File: config.mk
export PLATFORM = sky130hd
export DESIGN_NAME = acpc_top
export DESIGN_NICKNAME = d
export VERILOG_FILES = /design/src/acpc_pkg.sv /design/src/acpc_top.sv
export VERILOG_INCLUDE_DIRS = /design/src
export SDC_FILE = /design/constraint.sdc
export NUM_CORES = 1
export LEC_CHECK = 0
export ABC_AREA = 1
export BUFFER_PORTS_ARGS = -buffer_cell sky130_fd_sc_hd__buf_2
export CORE_ASPECT_RATIO = 0.5
export CORE_MARGIN = 5
export CORE_UTILIZATION = 41
export CTS_CLUSTER_DIAMETER = 150
export CTS_CLUSTER_SIZE = 24
export DETAILED_ROUTE_END_ITERATION = 8
export PLACE_DENSITY = 0.67
export SLEW_MARGIN = 20
export SYNTH_ARGS = -nofsm -noshare
export SYNTH_HDL_FRONTEND = slang
export SYNTH_SLANG_ARGS = --single-unit
File: constraint.sdc
create_clock -name clk_i -period 1.4 [get_ports clk_i]
set_clock_uncertainty 0.05 [all_clocks]
set_input_delay 0.42 -clock clk_i [delete_from_list [all_inputs] [get_ports clk_i]]
set_output_delay 0.42 -clock clk_i [all_outputs]
set_load 0.005 [all_outputs]
File: src/acpc_regs.svh
// Constants for the converter pin-control block: offsets, fields, resets, timing.
// Assumes inclusion by the design top and its bench only.
`ifndef ACPC_REGS_SVH
`define ACPC_REGS_SVH

// ----------------------------------------
// Register offsets (byte addresses)
// ----------------------------------------
`define ACPC_CTRL_ADDR 8'h00
`define ACPC_STAT_ADDR 8'h04
`define ACPC_DATA_ADDR 8'h08
`define ACPC_SAMP_ADDR 8'h0c

// ----------------------------------------
// Control fields
// ----------------------------------------
`define ACPC_CTRL_SPAN 0
`define ACPC_CTRL_SIGN 1
`define ACPC_CTRL_REFDIS 2
`define ACPC_CTRL_PD 3
`define ACPC_CTRL_CODING 4
`define ACPC_CTRL_RST 8'h10

// ----------------------------------------
// Status fields
// ----------------------------------------
`define ACPC_STAT_BUSY 0
`define ACPC_STAT_PDOWN 1
`define ACPC_STAT_REFEN 2
`define ACPC_STAT_RANGE_LO 3

// ----------------------------------------
// Timing
// ----------------------------------------
`define ACPC_CLK_MHZ 250
`define ACPC_CONV_NS 4000
`define ACPC_CONV_CYC ((`ACPC_CONV_NS * `ACPC_CLK_MHZ) / 1000)

`endif

File: src/acpc_pkg.sv
// Types shared by the converter pin-control block.
// Assumes the constants header sits in the same folder.
package acpc_pkg;

  typedef enum logic [1:0] {
    ACPC_IDLE,
    ACPC_CONV,
    ACPC_PDOWN
  } acpc_state_e;

  typedef enum logic [1:0] {
    ACPC_U5,
    ACPC_U10,
    ACPC_B5,
    ACPC_B10
  } acpc_range_e;

endpackage

File: src/acpc_top.sv
// Converter pin control: range select, output enable, reset, power-down, conversion.
// Assumes strobe pins are asynchronous and Wishbone is on clk_i.
// Operation
// Sign and span pins pick 0-5, 0-10, +-5 or +-10 V range.
// Output bus driven only while select and read strobes are both low.
// Reset high holds device in reset and aborts any conversion.
// Reset fall clears configuration and zeroes data, coding select high.
// Power-down lets current conversion finish, then blocks new ones.
// Host interface stays fully working while powered down.
// A convert-start falling edge while idle and not powered down holds the sample and begins conversion.
// Reference disable low enables internal reference and buffer, high disables.
// Busy rises at conversion start and falls when the result is latched.
// Host waits for busy to fall before reading the result.
`timescale 1ns/1ps
`include "acpc_regs.svh"

module acpc_top
  import acpc_pkg::*;
#(
  parameter int CONV_CYCLES = `ACPC_CONV_CYC
) (
  input wire logic clk_i,
  input wire logic rst_i,
  input wire logic adc_reset_i,
  input wire logic sign_select_i,
  input wire logic range_span_select_i,
  input wire logic power_down_in_i,
  input wire logic convert_start_n_i,
  input wire logic chip_select_n_i,
  input wire logic read_n_i,
  input wire logic reference_buffer_disable_i,
  input wire logic [15:0] sample_i,
  input wire logic wb_cyc_i,
  input wire logic wb_stb_i,
  input wire logic wb_we_i,
  input wire logic [7:0] wb_adr_i,
  input wire logic [3:0] wb_sel_i,
  input wire logic [31:0] wb_dat_i,
  output logic [31:0] wb_dat_o,
  output logic wb_ack_o,
  output logic [15:0] data_o,
  output logic data_oe_o,
  output logic busy_o,
  output logic sample_hold_o,
  output logic output_coding_select_o,
  output logic [1:0] range_o,
  output logic reference_enable_o,
  output logic reduced_power_o
);

  // ----------------------------------------
  // Pin synchronisers
  // ----------------------------------------
  localparam int NP = 8;
  logic [NP-1:0] pin_raw;
  logic [NP-1:0] s1_reg, s2_reg, s3_reg, pin_reg;
  logic [NP-1:0] pin_next;
  assign pin_raw = {adc_reset_i, sign_select_i, range_span_select_i, power_down_in_i,
                    convert_start_n_i, chip_select_n_i, read_n_i,
                    reference_buffer_disable_i};
  always_comb begin
    pin_next = pin_reg;
    for (int i = 0; i < NP; i++) begin
      if (s2_reg[i] == s3_reg[i]) begin
        pin_next[i] = s3_reg[i];
      end
    end
  end
  always_ff @(posedge clk_i) begin
    if (rst_i) begin
      s1_reg <= 8'h0f;
      s2_reg <= 8'h0f;
      s3_reg <= 8'h0f;
      pin_reg <= 8'h0f;
    end else begin
      s1_reg <= pin_raw;
      s2_reg <= s1_reg;
      s3_reg <= s2_reg;
      pin_reg <= pin_next;
    end
  end
  logic arst, sgn, spn, pdn, cnv_n, cs_n, rd_n, refdis;
  assign {arst, sgn, spn, pdn, cnv_n, cs_n, rd_n, refdis} = pin_reg;

  // ----------------------------------------
  // Control state
  // ----------------------------------------
  acpc_state_e st_reg, st_next;
  logic [15:0] cnt_reg, cnt_next;
  logic [15:0] data_reg, data_next;
  logic [15:0] hold_reg, hold_next;
  logic [7:0] cfg_reg, cfg_next;
  logic cnv_d_reg, arst_d_reg, ack_reg, ack_next;
  logic [31:0] rd_reg, rd_next;
  logic cnv_fall, arst_fall, pd_eff, wb_req;

  assign cnv_fall = cnv_d_reg && !cnv_n;
  assign arst_fall = arst_d_reg && !arst;
  assign pd_eff = pdn || cfg_reg[`ACPC_CTRL_PD];
  assign wb_req = wb_cyc_i && wb_stb_i && !ack_reg;

  always_comb begin
    st_next = st_reg;
    cnt_next = cnt_reg;
    data_next = data_reg;
    hold_next = hold_reg;
    cfg_next = cfg_reg;
    if (arst) begin
      st_next = ACPC_IDLE;
      cnt_next = 16'h0000;
    end else begin
      unique case (st_reg)
        ACPC_IDLE: begin
          if (pd_eff) begin
            st_next = ACPC_PDOWN;
          end else if (cnv_fall) begin
            hold_next = sample_i;
            cnt_next = CONV_CYCLES[15:0] - 16'h0001;
            st_next = ACPC_CONV;
          end
        end
        ACPC_CONV: begin
          if (cnt_reg == 16'h0000) begin
            data_next = hold_reg;
            st_next = pd_eff ? ACPC_PDOWN : ACPC_IDLE;
          end else begin
            cnt_next = cnt_reg - 16'h0001;
          end
        end
        ACPC_PDOWN: begin
          if (!pd_eff) begin
            st_next = ACPC_IDLE;
          end
        end
      endcase
    end
    if (arst_fall) begin
      cfg_next = `ACPC_CTRL_RST;
      data_next = 16'h0000;
    end else if (wb_req && wb_we_i && wb_adr_i == `ACPC_CTRL_ADDR && wb_sel_i[0]) begin
      cfg_next = wb_dat_i[7:0];
    end
  end

  // ----------------------------------------
  // Wishbone slave
  // ----------------------------------------
  always_comb begin
    ack_next = wb_req;
    rd_next = rd_reg;
    if (wb_req && !wb_we_i) begin
      unique case (wb_adr_i)
        `ACPC_CTRL_ADDR: rd_next = {24'h000000, cfg_reg};
        `ACPC_STAT_ADDR: rd_next = {27'h0000000, range_o, reference_enable_o,
                                   reduced_power_o, busy_o};
        `ACPC_DATA_ADDR: rd_next = {16'h0000, data_reg};
        `ACPC_SAMP_ADDR: rd_next = {16'h0000, hold_reg};
        default: rd_next = 32'h00000000;
      endcase
    end
  end

  always_ff @(posedge clk_i) begin
    if (rst_i) begin
      st_reg <= ACPC_IDLE;
      cnt_reg <= 16'h0000;
      data_reg <= 16'h0000;
      hold_reg <= 16'h0000;
      cfg_reg <= `ACPC_CTRL_RST;
      cnv_d_reg <= 1'b1;
      arst_d_reg <= 1'b0;
      ack_reg <= 1'b0;
      rd_reg <= 32'h00000000;
    end else begin
      st_reg <= st_next;
      cnt_reg <= cnt_next;
      data_reg <= data_next;
      hold_reg <= hold_next;
      cfg_reg <= cfg_next;
      cnv_d_reg <= cnv_n;
      arst_d_reg <= arst;
      ack_reg <= ack_next;
      rd_reg <= rd_next;
    end
  end

  // ----------------------------------------
  // Outputs
  // ----------------------------------------
  assign wb_ack_o = ack_reg;
  assign wb_dat_o = rd_reg;
  assign data_o = data_reg;
  assign data_oe_o = !cs_n && !rd_n;
  assign busy_o = (st_reg == ACPC_CONV);
  assign sample_hold_o = (st_reg == ACPC_CONV);
  assign output_coding_select_o = cfg_reg[`ACPC_CTRL_CODING];
  assign range_o = {sgn | cfg_reg[`ACPC_CTRL_SIGN], spn | cfg_reg[`ACPC_CTRL_SPAN]};
  assign reference_enable_o = !(refdis || cfg_reg[`ACPC_CTRL_REFDIS]);
  assign reduced_power_o = (st_reg == ACPC_PDOWN);

  // ----------------------------------------
  // Assertions
  // ----------------------------------------
  a_oe_strobes: assert property (@(posedge clk_i) disable iff (rst_i)
    data_oe_o == (!cs_n && !rd_n)) else $error("output enable mismatch");
  a_reset_abort: assert property (@(posedge clk_i) disable iff (rst_i)
    arst |=> !busy_o) else $error("conversion survived reset");
  a_reset_clear: assert property (@(posedge clk_i) disable iff (rst_i)
    arst_fall |=> (data_o == 16'h0000 && output_coding_select_o)) else $error("reset clear");
  a_pd_block: assert property (@(posedge clk_i) disable iff (rst_i)
    (st_reg == ACPC_PDOWN && pd_eff) |=> !busy_o) else $error("conversion in power-down");
  a_pd_finish: assert property (@(posedge clk_i) disable iff (rst_i || arst)
    (busy_o && pd_eff && cnt_reg != 16'h0000) |=> busy_o) else $error("conversion cut");
  a_start_conv: assert property (@(posedge clk_i) disable iff (rst_i)
    (cnv_fall && st_reg == ACPC_IDLE && !pd_eff && !arst) |=> busy_o) else $error("no start");
  a_ref_enable: assert property (@(posedge clk_i) disable iff (rst_i)
    refdis |-> !reference_enable_o) else $error("reference not disabled");
  a_range_map: assert property (@(posedge clk_i) disable iff (rst_i)
    (sgn && spn) |-> range_o == ACPC_B10) else $error("range mapping");
  a_busy_latch: assert property (@(posedge clk_i) disable iff (rst_i || arst)
    $fell(busy_o) |-> data_o == hold_reg) else $error("busy fell without data");
  a_wb_ack: assert property (@(posedge clk_i) disable iff (rst_i)
    wb_req |=> wb_ack_o ##1 !wb_ack_o) else $error("bus answer");
  c_conv_done: cover property (@(posedge clk_i) $fell(busy_o));
  c_pd_enter: cover property (@(posedge clk_i) $rose(reduced_power_o));
  c_read_oe: cover property (@(posedge clk_i) $rose(data_oe_o));
  c_reset_abort: cover property (@(posedge clk_i) busy_o && arst);

endmodule

== Word level (Yosys, flattened, before mapping) ==
Index checks and enable logic that the tools add are counted.
Storage, ports and cells
  word-level logic and storage cells: 83
  register bits after elaboration: 125
  input bits: 73
  output and inout port bits: 57
Cells by class
  bitwise operators: 4
  reductions and logical operators: 28
  $add $sub $neg: 1
  equal/unequal tests: 19
  multiplexer cells: 11
Operators with widths (number)
  case mux 16 bit (4 select lines): 1
  2-to-1 mux 16 bit: 3
  case mux 16 bit (2 select lines): 1
  equality test 8 x 4 -> 1 bit (second input constant): 2
  logical NOT 16 bit: 1
  subtractor 16 x 1 -> 16 bit (second input constant): 1
  2-to-1 mux 2 bit: 5
  logical AND 1 bit: 9
  equality test 1 bit: 8
  equality test 8 x 3 -> 1 bit (second input constant): 1
  logical NOT 8 bit: 1
  != test 2 bit (second input constant): 4
  AND reduction 4 bit: 2
  logical NOT 1 bit: 7
  case mux 2 bit (3 select lines): 1
  AND reduction 3 bit: 2
  OR reduction 2 bit: 2
  != test 3 bit (second input constant): 1
  equality test 2 x 1 -> 1 bit (second input constant): 1
  equality test 2 bit (second input constant): 1
  logical NOT 2 bit: 1
  logical OR 1 bit: 2
  != test 2 x 1 -> 1 bit (second input constant): 1
  NOT 1 bit: 2
  2 further kinds: 3

== Logic depth before layout (Yosys ltp) ==
  word-level depth: 5
  gate-level depth with buffers: 11
  depth with buffers taken out: 10

== Least setup slack after synthesis ==
Ideal clock, no wire load.
  path type: reg2reg
  start point: register st_reg[1]
  end point: register cnt_reg[13]
  path buffers: 2
  slack: -0.180 ns
  library setup time: 0.133 ns
  arrival: 1.398 ns
  cell stages (with the launch flop): 11
  period minus slack after synthesis: 1.580 ns
  data required time: 1.217 ns
  cells stage by stage: dfxtp_1 -> inv_1 -> ha_1 -> clkbuf_2 -> inv_1 -> nand4_1 -> nand2_2 -> buf_6 -> nor2_2 -> nor2_1 -> nor2_1
Between the ends
  word-level cells in the longest chain between the ends: 3
  elaborated cells between the ends (all ways): 8
  classes of those cells: 4 x eq/ne; 1 x mux; 3 x reduce/logical
RTL lines
  start: declaration: line acpc_top.sv:88  | acpc_state_e st_reg, st_next;
  start signal: assignment: line acpc_top.sv:175  | st_reg <= st_next;
  equality test 2 x 1 -> 1 bit *
  net busy_o: line acpc_top.sv:43  | output logic busy_o,
  != test 2 bit (no line) / nonzero test 2 bit (equally long branches)
  AND reduction 4 bit (no line)
  end signal: assignment: line acpc_top.sv:176  | cnt_reg <= cnt_next;
  end: declaration: line acpc_top.sv:89  | logic [15:0] cnt_reg, cnt_next;
The timed path passes the listed nets; every way through them passes the cells marked *.
A chain may end at the register's enable or synchronous reset.

== Final worst setup path ==
  start point: register st_reg[1]
  end point: output sample_hold_o
Between the ends
  word-level cells in the longest chain between the ends: 1
RTL lines
  equality test 2 x 1 -> 1 bit: line acpc_top.sv:195  | assign sample_hold_o = (st_reg == ACPC_CONV);
  end: declaration: line acpc_top.sv:44  | output logic sample_hold_o,
Every way passes these cells.

==> metrics.md <==
| Metric | Value |
|---|---|
| Routed vias/inst | 4.87 |
| Slowest CP cell | dfxtp_2 |
| Setup Viol. Count Final | 57 |
| DRC viols | 0 |
| FF-to-FF setup slack | -170 ps |
| Startpoint Class | register |
| Nets | between 900 and 1000 |
| Post-DP HPWL | roughly 9000 µm |
| Die W | 163 µm |
| Area Overhead vs Synth | 43.5% |
| WP buf/inv | 4 |
| Async set-or-reset flop fraction in the synthesized netlist | 0 |
| Status | finished, violations left |
| Post-synth top cells | nor2_1 (112), dfxtp_1 (109), nand2_1 (105), inv_1 (68), o21ai_0 (58) |
| Most used flip-flop cell after synthesis | dfxtp_1 |
| Area share of the largest cell type after synthesis | 0.456 |
| Hold Crit Class | in2reg |
| Failing checks | negative setup slack |
| First-pass GRT wire length | 21500 µm |
| Yosys reg bits | approximately 110 |
| Fraction of layout cells with a size suffix above 1 | 0.392 |
| Clk Latency, worst-skew pair | between 300 and 400 ps |
| Max frequency | between 500 and 600 MHz |
| Pins Over Slew Limit | 0 |
| # diodes | 0 |
| Mapped cell area | around 4800 µm² |
| Register area share after synthesis | 0.456 |
| Finished Cell Area | roughly 6900 µm² |
| Max-cap violations | 0 |
| Total power | between 10 and 15 mW |
| Tcrit/Tclk final | 1.20 |
| WP data arrival | 1200 ps |
| Yosys warns | 0 |
| Placed Cells | 949 |
| Minimum clock period | roughly 1700 ps |
| RD Place Congestion | ~0.85 |
| CP Class | reg2out |
| Cells after synthesis | between 600 and 700 |
| CTS sink count | ~110 |
| Num rows | 27 |
| Initial antenna violation count | 0 |
| Largest net degree at the start of global routing | 24 |
| Post-Place Cell Area | about 5800 µm² |
| Area leader, netlist | dfxtp_1 |
| I/O pin cnt | 130 |
| Pre-CTS WS | -261 ps |
| Cell Count, Final, Fillers Out | ~1000 |
| VDD IR-drop max | between 0.7 and 0.8 mV |
| Worst setup EP type | output port |
| Number of flops mapped to enable cells by yosys | 0 |
| Most frequent cell on the critical path | buf_6 |
| Clock buffer depth | 2 |
| IO buf count | 86 |
| Drt pass-1 iters | 5 |
| Setup WS post-layout | -273 ps |
| Crit path max-delay family | buffers and inverters |
| Core area | around 11000 µm² |
| Total CTS buffers | 9 |
| Worst-path cell chain | inv_2 -> buf_6 -> ha_4 -> buf_6 -> buf_6 |
| Unrepaired setup endpoints after global routing | yes |
| Vias post-DR | approximately 4900 |
| Vias in the first global route | 4489 |
| CTS tree | done |
| CP max stage delay | ~330 ps |
| Detailed Route Iter0 Violations | roughly 330 |
| Most common cell in the netlist | nor2_1 |
| Hold Slack | between 150 and 200 ps |
| DIE AREA | approximately 14000 µm² |
| PD cells | ~1600 nW/µm² |
| GR Overflow Total | 0 |
| Hold Violations, Final | 0 |
| Total GRT Usage | 0.190 |
| Leakage | between 3 and 4 nW |
| Critical Path RT | 930 ps |
| Die Ht | roughly 86 µm |
| WL/cell | 13.8 µm |
| CP max FO | 3 |
| Post-Route WL | between 10000 and 15000 µm |
| Clock slew at reported path FFs | 70 ps |
| Main area contributors after synthesis | dfxtp_1 (46%), nor2_1 (8.8%), nand2_1 (8.2%), o21ai_0 (6.1%), a21oi_1 (5.9%) |
| CTS H-tree lvls | 3 |
| Routed Antenna Nets | 0 |
| Initial core utilization | 0.428 |
| Avg Cell Area, Syn | about 7.2 µm² |
| Root buffer cell | clkbuf_16 |
| Library cells used by synthesis | 30 |
[worst paths after layout]
| check | startpoint | end | cells past startpoint |
|---|---|---|---|
| setup / recovery | st_reg[1] | sample_hold_o | 5 |
| hold / removal | read_n_i | s1_reg[1] | 2 |
| setup reg to reg | cnt_reg[0] | data_o[9] | 8 |
| hold reg to reg | s1_reg[5] | s2_reg[5] | 2 |
[metrics by stage]
| step | TNS [ps] | util |
|---|---|---|
| final | -6210 | 0.614 |
| after global routing | -11140 | 0.614 |
| after CTS | -5730 | 0.586 |
| after detailed placement | -11120 | 0.520 |
| after global placement | -9790 | 0.520 |
| after floorplan | -138 | - |
[kinds of logic (layout without fill, tap and decap cells)]
kind of cell,Yosys count,in the layout,synth area share
compound gates,137,137,0.149
xor+xnor,2,2,0.00366
other cells,1,16,0.000784
buf+inv,111,275,0.107
fa+ha+maj,4,4,0.0105
flops,109,109,0.456
simple gates,297,297,0.273
[placed cells by master, fill, tap and decap left out, drive strengths merged]
cell,n
o21ai,72
nand3,44
clkbuf,11
or2,14
nor3,2
nand2,109
nor2,121
a211oi,3
ha,4
a21oi,60
buf,189
dfxtp,109
nand3b,3
o211ai,2
bufinv,2
nor3b,1
inv,71
clkinvlp,2
nand4,3
xor2,2
conb,16
[worst register-to-register path, stage by stage (launching register included)]
cell     delay [ps]
dfxtp_2         320
inv_2            70
ha_4            150
nand2_4          80
nor2_4          130
nand4_1         190
buf_4           210
buf_16          150
a21oi_1         160
[timing repair]
| action | CTS | global route |
|---|---|---|
| resized for setup | 97 | 65 |
| gates cloned | 3 | 1 |
| buffers inserted | 16 | 14 |
| pin swaps | 25 | 23 |
| hold buffers | 0 | 0 |
| endpoints found under the setup margin | 56 | 78 |
[power breakdown]
| group | total [mW] | internal, mW | switching [mW] |
|---|---|---|---|
| registers | 3.68 | 3.46 | 0.219 |
| logic | 4.40 | 2.06 | 2.34 |
| clock network | 2.79 | 1.60 | 1.19 |
| total | 10.9 | 7.11 | 3.75 |
[final cells by class]
type | instances | area, µm²
inverters | 68 | 277
clock buffers | 11 | 233
repair inverters | 2 | 23.8
well taps | 159 | 199
fillers | 940 | 4320
multi-input cells | 456 | 2480
flip-flops and latches | 109 | 2200
repair buffers | 189 | 1360
clock inverters | 5 | 88.8
[layer usage]
layer  global-route usage  share of wire  vias up
li1                     -              -     2431
met1                0.244           0.43     2258
met2                0.319           0.49      161
met3               0.0447          0.061       18
met4               0.0586          0.012        0
met5                    0              0        -
Note: power is estimated with default switching activity, not from simulation.
